===== src/hw/tcsic_pkg.sv =====
// package: register map, field layout and constants of the timer clock select and capture block
package tcsic_pkg;

    // ==========================================================
    // bus shape
    localparam int unsigned ADDR_W = 6;
    typedef logic [15:0] tcsic_cnt_t;
    typedef struct packed {
        logic read;
        logic write;
        logic [ADDR_W-1:0] address;
        logic [31:0] writedata;
    } tcsic_avm_req_s;

    // ==========================================================
    // register byte offsets
    localparam logic [ADDR_W-1:0] OFF_CTRL = 6'h00;
    localparam logic [ADDR_W-1:0] OFF_SMCR = 6'h04;
    localparam logic [ADDR_W-1:0] OFF_DIER = 6'h08;
    localparam logic [ADDR_W-1:0] OFF_SR = 6'h0C;
    localparam logic [ADDR_W-1:0] OFF_EGR = 6'h10;
    localparam logic [ADDR_W-1:0] OFF_CCMR = 6'h14;
    localparam logic [ADDR_W-1:0] OFF_CCER = 6'h18;
    localparam logic [ADDR_W-1:0] OFF_CNT = 6'h1C;
    localparam logic [ADDR_W-1:0] OFF_CCR1 = 6'h20;
    localparam logic [ADDR_W-1:0] OFF_CCR2 = 6'h24;
    localparam logic [ADDR_W-1:0] OFF_PSC = 6'h28;

    // ==========================================================
    // field positions
    localparam int CTRL_RUN = 0;
    localparam int CTRL_DIR = 1;
    localparam int SMCR_MODE = 0;
    localparam int SMCR_TSRC = 4;
    localparam int SMCR_XFILT = 8;
    localparam int SMCR_XDIV = 12;
    localparam int SMCR_XCLK2 = 14;
    localparam int SMCR_XPOL = 15;
    localparam int DIER_CCIE = 1;
    localparam int DIER_TIE = 6;
    localparam int DIER_CCDE = 9;
    localparam int SR_CCIF = 1;
    localparam int SR_TRIG = 6;
    localparam int SR_CCOF = 9;
    localparam int EGR_FUPD = 0;
    localparam int EGR_CCG = 1;
    localparam int EGR_TG = 6;
    localparam int CCMR_DIR = 0;
    localparam int CCMR_DIV = 2;
    localparam int CCMR_FILT = 4;
    localparam int CCMR_STRIDE = 8;
    localparam int CCER_EN = 0;
    localparam int CCER_POL = 1;
    localparam int CCER_STRIDE = 4;

    // ==========================================================
    // encodings and reset values
    localparam logic [2:0] MODE_OFF = 3'h0;
    localparam logic [2:0] MODE_RESET = 3'h4;
    localparam logic [2:0] MODE_EXT1 = 3'h7;
    localparam logic [2:0] TSRC_IN1_ANY = 3'h4;
    localparam logic [2:0] TSRC_IN1_EDGE = 3'h5;
    localparam logic [2:0] TSRC_IN2_EDGE = 3'h6;
    localparam logic [2:0] TSRC_XTRIG = 3'h7;
    localparam logic [1:0] CHDIR_OUT = 2'h0;
    localparam logic [1:0] CHDIR_OWN = 2'h1;
    localparam logic [1:0] CHDIR_OTHER = 2'h2;
    localparam logic [15:0] RST_REG16 = 16'h0000;
    localparam logic [7:0] RST_REG8 = 8'h00;
    localparam int RUN_LAG = 1;
    // samples needed to accept a new level, per filter code
    localparam logic [4:0] FILT_LEN [16] = '{5'h01, 5'h02, 5'h04, 5'h08, 5'h0A, 5'h0C,
        5'h0E, 5'h10, 5'h12, 5'h14, 5'h16, 5'h18, 5'h1A, 5'h1C, 5'h1E, 5'h1F};

endpackage


===== src/hw/tcsic_timer_front.sv =====
// module: counter clock selection, input filters, slave trigger and two capture channels
module tcsic_timer_front (
    input wire logic clk_sys,
    input wire logic rst,
    input tcsic_pkg::tcsic_avm_req_s avm_req,
    output logic [31:0] avm_readdata,
    output logic avm_waitrequest,
    input wire logic [1:0] chan_in,
    input wire logic external_trigger_pin,
    input wire logic [3:0] timer_chain_trigger,
    output tcsic_pkg::tcsic_cnt_t counter_value,
    output logic counter_run_signal,
    output logic capture_irq_req,
    output logic [1:0] capture_dma_req
);
    import tcsic_pkg::*;

    // ==========================================================
    // registers and shared nets
    logic wait_q;
    logic [31:0] rdata_q;
    logic run_q, dir_q, run_lag_q;
    logic [15:0] smcr_q, ccmr_q, psc_q, pcnt_q;
    logic [7:0] ccer_q;
    logic [10:0] dier_q;
    tcsic_cnt_t cnt_q;
    logic trig_flag_q, irq_q;
    logic [1:0] dma_q;
    logic [2:0] xtrig_div_q;
    logic cap_flag_q [2];
    logic ovr_flag_q [2];
    tcsic_cnt_t preload_q [2];
    tcsic_cnt_t shadow_q [2];
    wire [2:0] rise, fall;
    wire [1:0] cap_evt, soft_evt, ch_edge_raw;
    logic wr, rd, trig_edge, xtrig_edge, xtrig_tick, tick, fupd;
    logic [2:0] slv_mode, trig_sel, xtrig_mask;

    assign wr = avm_req.write & ~wait_q;
    assign rd = avm_req.read & ~wait_q;
    assign slv_mode = smcr_q[SMCR_MODE +: 3];
    assign trig_sel = smcr_q[SMCR_TSRC +: 3];
    assign fupd = wr && avm_req.address == OFF_EGR && avm_req.writedata[EGR_FUPD];

    // ==========================================================
    // avalon slave: one wait cycle, then the access completes
    always_ff @(posedge clk_sys) begin
        if (rst) begin
            wait_q <= 1'b1;
        end else begin
            wait_q <= ~((avm_req.read | avm_req.write) & wait_q);
        end
    end

    // read data is prepared during the wait cycle so it stands when waitrequest drops
    always_ff @(posedge clk_sys) begin
        if (rst) begin
            rdata_q <= 32'h0000_0000;
        end else if (avm_req.read && wait_q) begin
            case (avm_req.address)
                OFF_CTRL: rdata_q <= {30'h0, dir_q, run_q};
                OFF_SMCR: rdata_q <= {16'h0, smcr_q};
                OFF_DIER: rdata_q <= {21'h0, dier_q};
                OFF_SR: rdata_q <= {21'h0, ovr_flag_q[1], ovr_flag_q[0], 2'h0, trig_flag_q,
                    3'h0, cap_flag_q[1], cap_flag_q[0], 1'b0};
                OFF_CCMR: rdata_q <= {16'h0, ccmr_q};
                OFF_CCER: rdata_q <= {24'h0, ccer_q};
                OFF_CNT: rdata_q <= {16'h0, cnt_q};
                OFF_CCR1: rdata_q <= {16'h0, preload_q[0]};
                OFF_CCR2: rdata_q <= {16'h0, preload_q[1]};
                OFF_PSC: rdata_q <= {16'h0, psc_q};
                default: rdata_q <= 32'h0000_0000; // egr and unmapped read zero
            endcase
        end
    end

    // ==========================================================
    // control registers written by software
    always_ff @(posedge clk_sys) begin
        if (rst) begin
            run_q <= 1'b0;
            dir_q <= 1'b0;
            smcr_q <= RST_REG16;
            ccmr_q <= RST_REG16;
            ccer_q <= RST_REG8;
            dier_q <= 11'h000;
            psc_q <= RST_REG16;
        end else if (wr) begin
            case (avm_req.address)
                OFF_CTRL: begin
                    run_q <= avm_req.writedata[CTRL_RUN];
                    dir_q <= avm_req.writedata[CTRL_DIR];
                end
                OFF_SMCR: smcr_q <= avm_req.writedata[15:0];
                OFF_DIER: dier_q <= avm_req.writedata[10:0];
                OFF_CCMR: ccmr_q <= avm_req.writedata[15:0];
                OFF_CCER: ccer_q <= avm_req.writedata[7:0];
                OFF_PSC: psc_q <= avm_req.writedata[15:0];
                default: ;
            endcase
        end
    end

    // run signal lags the run bit by one clock, as the counter logic expects
    always_ff @(posedge clk_sys) begin
        if (rst) begin
            run_lag_q <= 1'b0;
        end else begin
            run_lag_q <= run_q;
        end
    end

    // ==========================================================
    // input conditioning: inputs 0,1 are channel pins, 2 is the external trigger pin
    for (genvar i = 0; i < 3; i++) begin : g_in
        logic s1_q, s2_q, lvl_q, prev_q;
        logic [4:0] fcnt_q;
        logic raw;
        logic [3:0] fsel;
        if (i < 2) begin : g_ch
            assign raw = chan_in[i];
            assign fsel = ccmr_q[i*CCMR_STRIDE+CCMR_FILT +: 4];
        end else begin : g_xtrig
            assign raw = external_trigger_pin;
            assign fsel = smcr_q[SMCR_XFILT +: 4];
        end
        // two flops before anything looks at the pin; s1 feeds only s2
        always_ff @(posedge clk_sys) begin
            if (rst) begin
                s1_q <= 1'b0;
                s2_q <= 1'b0;
            end else begin
                s1_q <= raw;
                s2_q <= s1_q;
            end
        end
        // new level accepted after FILT_LEN equal samples; glitches restart the count
        always_ff @(posedge clk_sys) begin
            if (rst) begin
                lvl_q <= 1'b0;
                prev_q <= 1'b0;
                fcnt_q <= 5'h00;
            end else begin
                prev_q <= lvl_q;
                if (s2_q == lvl_q) begin
                    fcnt_q <= 5'h00;
                end else if (fcnt_q + 5'h01 >= FILT_LEN[fsel]) begin
                    lvl_q <= s2_q;
                    fcnt_q <= 5'h00;
                end else begin
                    fcnt_q <= fcnt_q + 5'h01;
                end
            end
        end
        assign rise[i] = lvl_q & ~prev_q; // single-cycle pulse
        assign fall[i] = ~lvl_q & prev_q;
    end

    // ==========================================================
    // slave trigger selection; input1/input2 edges, the external trigger edge or chain triggers 0..3 reach it
    always_comb begin
        case (trig_sel)
            TSRC_IN1_ANY: trig_edge = rise[0] | fall[0];
            TSRC_IN1_EDGE: trig_edge = ch_edge_raw[0];
            TSRC_IN2_EDGE: trig_edge = ch_edge_raw[1];
            TSRC_XTRIG: trig_edge = xtrig_edge;
            default: trig_edge = timer_chain_trigger[trig_sel[1:0]];
        endcase
    end
    assign ch_edge_raw[0] = ccer_q[CCER_POL] ? fall[0] : rise[0];
    assign ch_edge_raw[1] = ccer_q[CCER_STRIDE+CCER_POL] ? fall[1] : rise[1];

    // external trigger edge and its divider; polarity 0 is the rising edge
    assign xtrig_edge = smcr_q[SMCR_XPOL] ? fall[2] : rise[2];
    assign xtrig_mask = 3'((4'h1 << smcr_q[SMCR_XDIV +: 2]) - 4'h1);
    assign xtrig_tick = xtrig_edge && ((xtrig_div_q & xtrig_mask) == xtrig_mask);
    always_ff @(posedge clk_sys) begin
        if (rst || !smcr_q[SMCR_XCLK2]) begin
            xtrig_div_q <= 3'h0;
        end else if (xtrig_edge) begin
            xtrig_div_q <= xtrig_div_q + 3'h1;
        end
    end

    // ==========================================================
    // counter clock: ext mode 2 overrides slave mode, then ext mode 1, else core clock
    always_comb begin
        if (smcr_q[SMCR_XCLK2]) begin
            tick = xtrig_tick;
        end else if (slv_mode == MODE_EXT1) begin
            tick = trig_edge;
        end else begin
            tick = 1'b1;
        end
    end

    // prescaler and counter; reset mode and force update restart both
    always_ff @(posedge clk_sys) begin
        if (rst) begin
            cnt_q <= RST_REG16;
            pcnt_q <= RST_REG16;
        end else if (fupd || (slv_mode == MODE_RESET && trig_edge)) begin
            cnt_q <= RST_REG16;
            pcnt_q <= RST_REG16;
        end else if (run_lag_q && tick) begin
            if (pcnt_q == psc_q) begin
                pcnt_q <= RST_REG16;
                cnt_q <= dir_q ? cnt_q - 16'h0001 : cnt_q + 16'h0001;
            end else begin
                pcnt_q <= pcnt_q + 16'h0001;
            end
        end
    end

    // trigger flag: set wins over a software clear in the same cycle
    always_ff @(posedge clk_sys) begin
        if (rst) begin
            trig_flag_q <= 1'b0;
        end else if ((trig_edge && slv_mode != MODE_OFF) ||
                (wr && avm_req.address == OFF_EGR && avm_req.writedata[EGR_TG])) begin
            trig_flag_q <= 1'b1;
        end else if (wr && avm_req.address == OFF_SR && !avm_req.writedata[SR_TRIG]) begin
            trig_flag_q <= 1'b0;
        end
    end

    // ==========================================================
    // capture channels
    for (genvar c = 0; c < 2; c++) begin : g_cap
        logic [1:0] dsel, dsel_div;
        logic en, raw_cap, copy_q, wr_ccr, rd_ccr;
        logic [2:0] dcnt_q, dmask;
        logic sel_edge;
        assign dsel = ccmr_q[c*CCMR_STRIDE+CCMR_DIR +: 2];
        assign dsel_div = ccmr_q[c*CCMR_STRIDE+CCMR_DIV +: 2];
        assign en = ccer_q[c*CCER_STRIDE+CCER_EN];
        assign wr_ccr = wr && avm_req.address == (c == 0 ? OFF_CCR1 : OFF_CCR2);
        assign rd_ccr = rd && avm_req.address == (c == 0 ? OFF_CCR1 : OFF_CCR2);
        // own pin with own polarity, or the other pin with this channel's polarity
        always_comb begin
            case (dsel)
                CHDIR_OWN: sel_edge = ch_edge_raw[c];
                CHDIR_OTHER: begin
                    sel_edge = ccer_q[c*CCER_STRIDE+CCER_POL] ? fall[1-c] : rise[1-c];
                end
                default: sel_edge = (dsel != CHDIR_OUT) && trig_edge;
            endcase
        end
        assign raw_cap = sel_edge && en && dsel != CHDIR_OUT;
        assign dmask = 3'((4'h1 << dsel_div) - 4'h1);
        assign cap_evt[c] = raw_cap && ((dcnt_q & dmask) == dmask);
        assign soft_evt[c] = wr && avm_req.address == OFF_EGR &&
            avm_req.writedata[EGR_CCG+c];
        // event divider applies only to captures, never to the slave trigger
        always_ff @(posedge clk_sys) begin
            if (rst || !en) begin
                dcnt_q <= 3'h0;
            end else if (raw_cap) begin
                dcnt_q <= dcnt_q + 3'h1;
            end
        end
        // capture lands in shadow, then copies to preload; compare mode copies back
        always_ff @(posedge clk_sys) begin
            if (rst) begin
                shadow_q[c] <= RST_REG16;
                preload_q[c] <= RST_REG16;
                copy_q <= 1'b0;
            end else begin
                copy_q <= cap_evt[c];
                if (cap_evt[c]) begin
                    shadow_q[c] <= cnt_q;
                end else if (dsel == CHDIR_OUT) begin
                    shadow_q[c] <= preload_q[c];
                end
                if (copy_q) begin
                    preload_q[c] <= shadow_q[c];
                end else if (wr_ccr && dsel == CHDIR_OUT) begin // read-only in input
                    preload_q[c] <= avm_req.writedata[15:0];
                end
            end
        end
        // flags: a hardware set beats a software clear arriving in the same cycle
        always_ff @(posedge clk_sys) begin
            if (rst) begin
                cap_flag_q[c] <= 1'b0;
                ovr_flag_q[c] <= 1'b0;
            end else begin
                if (cap_evt[c] || soft_evt[c]) begin
                    cap_flag_q[c] <= 1'b1;
                end else if (rd_ccr || (wr && avm_req.address == OFF_SR &&
                        !avm_req.writedata[SR_CCIF+c])) begin
                    cap_flag_q[c] <= 1'b0;
                end
                if (cap_evt[c] && cap_flag_q[c]) begin
                    ovr_flag_q[c] <= 1'b1;
                end else if (wr && avm_req.address == OFF_SR &&
                        !avm_req.writedata[SR_CCOF+c]) begin
                    ovr_flag_q[c] <= 1'b0;
                end
            end
        end
    end

    // ==========================================================
    // request outputs: irq is a level from flags, dma a one-cycle pulse per event
    always_ff @(posedge clk_sys) begin
        if (rst) begin
            irq_q <= 1'b0;
            dma_q <= 2'h0;
        end else begin
            irq_q <= (cap_flag_q[0] & dier_q[DIER_CCIE]) | (cap_flag_q[1] &
                dier_q[DIER_CCIE+1]) | (trig_flag_q & dier_q[DIER_TIE]);
            dma_q <= (cap_evt | soft_evt) & dier_q[DIER_CCDE +: 2];
        end
    end

    assign avm_readdata = rdata_q;
    assign avm_waitrequest = wait_q;
    assign counter_value = cnt_q;
    assign counter_run_signal = run_lag_q;
    assign capture_irq_req = irq_q;
    assign capture_dma_req = dma_q;

    // ==========================================================
    // checks
    run_delay_a: assert property (@(posedge clk_sys) disable iff (rst)
        $rose(run_q) |=> counter_run_signal && !$past(counter_run_signal))
        else $error("run signal did not follow run bit by one cycle");
    ug_restart_a: assert property (@(posedge clk_sys) disable iff (rst)
        fupd |=> cnt_q == RST_REG16 && pcnt_q == RST_REG16)
        else $error("force update did not restart counter");
    cap_latch_a: assert property (@(posedge clk_sys) disable iff (rst)
        cap_evt[0] |=> shadow_q[0] == $past(cnt_q) ##1 preload_q[0] == $past(cnt_q, 2))
        else $error("capture value not latched into shadow then preload");
    cap_flag_a: assert property (@(posedge clk_sys) disable iff (rst)
        cap_evt[1] |=> cap_flag_q[1])
        else $error("capture flag not set");
    ovr_set_a: assert property (@(posedge clk_sys) disable iff (rst)
        cap_flag_q[0] && cap_evt[0] |=> ovr_flag_q[0])
        else $error("overcapture flag not set");
    cap_gate_a: assert property (@(posedge clk_sys) disable iff (rst)
        !ccer_q[CCER_EN] && ch_edge_raw[0] |=> $stable(shadow_q[0]) || ccmr_q[1:0] == 2'h0)
        else $error("capture taken while disabled");
    ovr_keep_a: assert property (@(posedge clk_sys) disable iff (rst)
        ovr_flag_q[1] && !(wr && avm_req.address == OFF_SR) |=> ovr_flag_q[1])
        else $error("overcapture flag cleared without a write");
    ccr_ro_a: assert property (@(posedge clk_sys) disable iff (rst)
        wr && avm_req.address == OFF_CCR1 && ccmr_q[1:0] != 2'h0 && !g_cap[0].copy_q
        |=> $stable(preload_q[0]))
        else $error("capture register written while channel is input");
    reset_mode_a: assert property (@(posedge clk_sys) disable iff (rst)
        slv_mode == MODE_RESET && trig_edge |=> cnt_q == 16'h0000)
        else $error("reset mode did not clear counter");
    ext1_step_a: assert property (@(posedge clk_sys) disable iff (rst)
        slv_mode == MODE_EXT1 && !smcr_q[SMCR_XCLK2] && trig_edge && run_lag_q &&
        psc_q == 16'h0000 |=> cnt_q != $past(cnt_q) && trig_flag_q)
        else $error("external clock mode 1 edge did not count");

endmodule


===== config.mk =====
export PLATFORM = sky130hd
export DESIGN_NAME = tcsic_timer_front
export DESIGN_NICKNAME = d
export VERILOG_FILES = /design/src/hw/tcsic_pkg.sv /design/src/hw/tcsic_timer_front.sv
export SDC_FILE = /design/constraint.sdc
export NUM_CORES = 1
export LEC_CHECK = 0
export BUFFER_PORTS_ARGS = -buffer_cell sky130_fd_sc_hd__clkbuf_2
export CAP_MARGIN = 20
export CORE_AREA = 2 2 113 225
export DETAILED_ROUTE_END_ITERATION = 8
export DIE_AREA = 0 0 115 227
export GPL_TIMING_DRIVEN = 0
export PLACE_DENSITY = 0.82
export SETUP_SLACK_MARGIN = 0.3
export SLEW_MARGIN = 20
export SYNTH_ARGS = -nofsm -noshare
export SYNTH_HDL_FRONTEND = slang
export SYNTH_SLANG_ARGS = --single-unit
export TNS_END_PERCENT = 1

===== constraint.sdc =====
create_clock -name clk_sys -period 2.6 [get_ports clk_sys]
set_input_delay 0.26 -clock clk_sys [delete_from_list [all_inputs] [get_ports clk_sys]]
set_output_delay 0.26 -clock clk_sys [all_outputs]
set_load 0.01 [all_outputs]

==> results of run 1 <==
==> worst min-delay path, stage by stage <==
cell and delay, ns:
clkbuf_2 0.15, nand2_1 0.08, a21oi_1 0.05
==> power groups by stage <==
stage | clock (W) | combinational, W | sequential, W
finish | 0.00307 | 0.000450 | 0.00374
global route | 0.00318 | 0.000466 | 0.00374
CTS | 0.00306 | 0.000407 | 0.00374
detailed placement | 0 | 0.000386 | 0.00382
global placement | 0 | 0.000381 | 0.00382
floorplan | 0 | 0.000228 | 0.00381
==> repair_timing <==
item | 4_1_cts | 5_1_grt
pin swaps | 41 | 48
cloned | 1 | 1
setup endpoints to repair | 229 | 214
setup buffers | 13 | 8
hold buffers | 5 | 0
gates resized for setup | 87 | 77
hold endpoints to repair | 4 | 0
==> metrics by stage <==
stage / power (W) / util
floorplan: 0.00404 / -
CTS: 0.00720 / 0.574
finish: 0.00725 / 0.587
global placement: 0.00420 / 0.528
detailed placement: 0.00421 / 0.528
global route: 0.00738 / 0.587
==> layout make-up <==
cell class                 count  area share
sequential                   229       0.371
buffer                        91      0.0396
timing repair buffer          89      0.0403
inverter                      31     0.00868
clock inverter                 9     0.00543
tap                          290      0.0254
multi-input combinational    956       0.469
clock buffer                  28      0.0400
==> cells in the mapped netlist, types with 7 or more instances <==
cell        n
nor3_1     16
a221oi_1    7
nor2b_1    28
dfxtp_1   161
nor2_1     91
mux2_2     18
a211oi_1    7
a22o_1     70
nand3_1    17
and3_1     10
o21ai_0    46
nor4_1     12
a21oi_1   108
inv_1      31
nand2b_1   10
xnor2_1    53
and2_1     15
nand2_1   192
mux2i_1    45
a22oi_1    16
edfxtp_1   68
clkbuf_1   59
a21o_1     17
buf_4      19
xor2_1     10
ha_1       59
==> flip-flops by register name (all words and copies together) (netlist names), 3 cells and up <==
signal / flops
preload_q: 32
shadow_q: 32
avm_readdata: 16
ccmr_q: 16
counter_value: 16
pcnt_q: 16
psc_q: 16
smcr_q: 16
g_in.fcnt_q: 15
dier_q: 11
ccer_q: 8
g_cap.dcnt_q: 6
g_in.lvl_q: 3
g_in.prev_q: 3
g_in.s1_q: 3
g_in.s2_q: 3
xtrig_div_q: 3
==> metal layers <==
layer	share of wire	vias up	global-route usage
li1	-	4822	-
met1	0.34	5077	0.311
met2	0.50	568	0.523
met3	0.073	202	0.0447
met4	0.089	0	0.231
met5	0	-	0
==> kinds of logic (layout without fill, tap and decap cells) <==
family | after synthesis | in the layout | share of synthesized area
fa+ha+maj | 60 | 60 | 0.0629
mux | 65 | 65 | 0.0573
other cells | 1 | 16 | 0.000311
xor+xnor | 63 | 63 | 0.0457
simple gates | 438 | 439 | 0.172
compound gates | 313 | 313 | 0.179
buf+inv | 122 | 248 | 0.0464
flops | 229 | 229 | 0.436
==> final timing paths <==
path / end / slack (ns) / cells past startpoint
setup / recovery: shadow_q[1][7] / -0.06 / 10
hold / removal: ccmr_q[15] / 0.07 / 3
setup reg to reg: shadow_q[1][7] / -0.06 / 10
hold reg to reg: g_in[0].s2_q / 0.44 / 1
==> flow_metrics.tcl, run 1 <==
set metrics [dict create \
    cts_buffers 21 \
    grt_pass1_vias 10413 \
    synth_top_area_share 0.267 \
    p_switching_w 0.00175 \
    ys_warn_count 0 \
    setup_viol 25 \
    placed_area_um2 12800 \
    worst_slew_pin_slew_ns 0.820 \
    worstPathRequired_ns 2.86 \
    stdcell_count 1723 \
    viasPerCell 6.19 \
    fin_ws_ns -0.0632 \
    synth-seq-cells 229 \
    p_seq_frac 0.515 \
    dpl_worst_slack_ns -0.676 \
    cap_viol_max_count 0 \
    antenna_left 0 \
    cp_max_fo 10 \
    swShare 0.241 \
    hold_viol 0 \
    worstSetupStartpoint "g_in[0].lvl_q" \
    root_buffer "clkbuf_16" \
    timing.final.crit_share 1.02 \
    cp_top_family "compound AO/OA/AOI/OAI gates" \
    async_reset_ff_frac 0 \
    wl_mm 39.4 \
    final_cell_mix "nand2_1 (189), dfxtp_1 (142), a21oi_1 (105)" \
    gr-total-overflow 0 \
    slowest_stage "dfxtp_4" \
    dp_hpwl_mm 28.5 \
    finClkSkew_ns 0.0126 \
    dr.pass1.iters 6 \
    drc 0 \
    path_class "reg2reg" \
    wire_per_inst_um 22.9 \
    n_fill_cell 2075 \
    final_common_cell "nand2_1" \
    drive_gt1_frac 0.204 \
    syn_avg_cell_area_um2 9.34 \
    slew_headroom 0.453 \
    area_delta_synth_final_pct 18.4 \
    ir_drop_v 0.000384 \
    hold_path_class "in2reg" \
    pwr-share-comb 0.062 \
    rsz0062_at_grt "true" \
    p_per_area_nw_per_um2 508 \
    gr-usage-all-layers 0.297 \
    dieArea_um2 26100 \
    dpl.cell_count 1658 \
    final.min_clock_period_ns 2.66 \
    crit_chain "inv_4 > ha_4 > mux2_4 > a41o_1 > a211o_4 > o311ai_4 > a221o_1 > nor2_4 > buf_6 > a22o_1" \
    max_stage_delay_ns 0.39 \
    grt_max_degree 19 \
    worstHoldStart "avm_req[15]" \
    die_x_um 115 \
    syn_inst 1291 \
    synth_area_leaders "dfxtp_1 (27%), edfxtp_1 (17%), ha_1 (6.1%), nand2_1 (6.0%), a22o_1 (5.1%)" \
    cp_data_arrival_time_ns 2.92 \
    multi_input_area_um2 6700 \
    synth_ff_type "dfxtp_1" \
    worstSkewPairLatency_ns 0.52 \
    coreArea_um2 24300 \
    pwr-share-clk 0.423 \
    drt_iter0_drc 932 \
    end_kind "flip-flop" \
    rows 81 \
    synthDistinctLibCells 78 \
    synth-edff-count 68 \
    design_area_um2 14300 \
    violations "setup timing" \
    gp_congestion 1.04 \
    synthesis.area_um2 12100 \
    report.final.slew_viol_count 0 \
    numPortBuffers 62 \
    r2r_start "g_in[0].lvl_q" \
    path_buf_inv 2 \
    path_clk_slew_ns 0.07 \
    startpoint_type "flip-flop" \
    initial_core_util 0.496 \
    io_pins 102 \
    leakage_nw 5.39 \
    cts_tree "yes" \
    final-seq-area_um2 5300 \
    internal-power_w 0.00551 \
    clock_sinks 229 \
    die_h_um 227 \
    ys_seq_area_frac 0.436 \
    nets 1528 \
    status "finished with violations" \
    max_freq_mhz 375 \
    vias 10669 \
    antenna_found_initial 0 \
    htreeDepth 1 \
    grt_pass1_wl_mm 58.5 \
    hold-worst-slack_ns 0.0746 \
    setup-tns-final_ns -1.09 \
    clockBufferDepth 3 \
    synth_top_cell_by_area "dfxtp_1" \
    diodes 0 \
]
No activity file was read; power rests on OpenSTA's default activity.
==> inputs of run 2 (changes only) <==
--- a/config.mk
+++ b/config.mk
@@ -10,7 +10,6 @@
 export CORE_AREA = 2 2 113 225
 export DETAILED_ROUTE_END_ITERATION = 8
 export DIE_AREA = 0 0 115 227
-export GPL_TIMING_DRIVEN = 0
 export PLACE_DENSITY = 0.82
 export SETUP_SLACK_MARGIN = 0.3
 export SLEW_MARGIN = 20
==> run 2 against run 1 <==
Against the previous run: the flow still finishes with violations (setup timing); sequential power is essentially flat; global-route usage shrank 1.3 points; total power grew 4.8%; die area unchanged; clock skew is 0.0019 ns higher; final cell count decreased by 1.2%; sequential cell count unchanged; sequential share of layout area hardly changed; wire length is 5.2% lower; hold slack gained 0.0025 ns.
==> flow_metrics.tcl, run 2 (synthesis results as in run 1) <==
set metrics [dict create \
    violations "setup timing" \
    setup-tns-final_ns -0.0205 \
    drive_gt1_frac 0.206 \
    p_per_area_nw_per_um2 535 \
    die_h_um 227 \
    startpoint_type "flip-flop" \
    io_pins 102 \
    dieArea_um2 26100 \
    max_stage_delay_ns 0.39 \
    drt_iter0_drc 1015 \
    area_delta_synth_final_pct 17.9 \
    final_cell_mix "nand2_1 (191), dfxtp_1 (150), a21oi_1 (105)" \
    worst_slew_pin_slew_ns 0.809 \
    final_common_cell "nand2_1" \
    hold_path_class "in2reg" \
    viasPerCell 6.21 \
    slowest_stage "dfxtp_4" \
    grt_pass1_vias 10525 \
    coreArea_um2 24300 \
    leakage_nw 5.50 \
    diodes 0 \
    dpl_worst_slack_ns -0.0942 \
    n_fill_cell 1981 \
    antenna_left 0 \
    die_x_um 115 \
    root_buffer "clkbuf_16" \
    initial_core_util 0.496 \
    cp_data_arrival_time_ns 2.90 \
    setup_viol 3 \
    dp_hpwl_mm 26.7 \
    nets 1505 \
    dr.pass1.iters 7 \
    gp_congestion 1.00 \
    vias 10575 \
    report.final.slew_viol_count 0 \
    cts_buffers 22 \
    stdcell_count 1702 \
    worstSkewPairLatency_ns 0.54 \
    dpl.cell_count 1651 \
    finClkSkew_ns 0.0145 \
    drc 0 \
    wl_mm 37.3 \
    grt_max_degree 36 \
    status "finished with violations" \
    path_clk_slew_ns 0.07 \
    worstPathRequired_ns 2.88 \
    wire_per_inst_um 21.9 \
    grt_pass1_wl_mm 57.0 \
    max_freq_mhz 383 \
    slew_headroom 0.459 \
    timing.final.crit_share 1.01 \
    numPortBuffers 69 \
    rsz0062_at_grt "true" \
    cts_tree "yes" \
    fin_ws_ns -0.0134 \
    ir_drop_v 0.000418 \
    final.min_clock_period_ns 2.61 \
    gr-total-overflow 0 \
    rows 81 \
    clockBufferDepth 3 \
    hold_viol 0 \
    antenna_found_initial 0 \
    gr-usage-all-layers 0.284 \
    cap_viol_max_count 0 \
    top_regs "preload_q x32, shadow_q x32" \
    path_class "reg2reg" \
    htreeDepth 1 \
    end_kind "flip-flop" \
    cp_max_fo 17 \
    crit_chain "inv_4 > ha_4 > mux2_4 > a41o_1 > a211o_4 > o311ai_4 > a221o_1 > nor2_4 > buf_12 > a22o_1" \
    clock_sinks 229 \
    finalPower_w 0.00761 \
]
run 2: changes by cell type in the layout (fill, tap and decap cells not counted), moves of 4 or more:
| cell | before | now |
|---|---|---|
| clkbuf_1 | 48 | 3 |
| buf_4 | 34 | 75 |
| nor2_1 | 76 | 87 |
| dfxtp_1 | 142 | 150 |
| buf_2 | 7 | 0 |
| buf_8 | 7 | 0 |
| nor2_2 | 15 | 8 |
| dfxtp_2 | 13 | 7 |
| buf_1 | 5 | 0 |
| ha_2 | 4 | 0 |
| nor2_4 | 12 | 8 |
run 2: metal layers:
metal / vias up / wire (µm) / global-route usage
met1: 4989 / 12500 / 0.304
met3: 218 / 2670 / 0.0426
met5: - / 0 / 0
li1: 4771 / - / -
met4: 0 / 3560 / 0.233
met2: 597 / 18600 / 0.487
run 2: what timing repair did:
item,CTS,global route
gates cloned,1,0
gates resized for setup,21,52
hold buffers,5,0
buffers inserted,4,1
pin swaps,7,36
hold endpoints to repair,4,0
setup endpoints to repair,126,126
run 2: path summary, 6_finish.rpt:
| check | from | endpoint | slack [ns] | cells past startpoint |
|---|---|---|---|---|
| worst max-delay path | g_in[0].lvl_q | shadow_q[1][14] | -0.01 | 10 |
| worst min-delay path | avm_req[14] | psc_q[14] | 0.08 | 3 |
| worst max register to register | g_in[0].lvl_q | shadow_q[1][14] | -0.01 | 10 |
| worst min register to register | g_in[1].s1_q | g_in[1].s2_q | 0.44 | 1 |
run 2: worst max-delay path, delay by kind of cell (launching register included):
family | cells | cell delay, ns
buffers and inverters | 2 | 0.20
DFF | 1 | 0.39
and+or+nand+nor | 1 | 0.07
adders and majority gates | 1 | 0.15
muxes | 1 | 0.26
AOI/OAI and AO/OA | 5 | 1.29
run 2: area by class of cell:
type | count | area (µm²) | share of cell area
clock buffers | 32 | 681 | 0.0478
well taps | 290 | 363 | 0.0255
repair buffers | 156 | 1100 | 0.0771
flip-flops and latches | 229 | 5290 | 0.372
multi-input cells | 956 | 6580 | 0.462
clock inverters | 8 | 93.8 | 0.00660
inverters | 31 | 126 | 0.00888
run 2: per-stage QoR:
step	instance area [µm²]	hold WS (ns)	utilization
final	14200	0.0771	0.585
after global routing	14200	0.0798	0.585
after CTS	14000	0.0673	0.576
after detailed placement	13100	0.429	0.537
after global placement	13100	0.432	0.537
after floorplan	12200	0.376	-
run 2: where the power goes:
part           internal (W)  total, W  switching (W)
logic              0.000127  0.000398       0.000271
registers           0.00371   0.00374      0.0000319
clock network       0.00202   0.00346        0.00144
total               0.00586   0.00761        0.00175
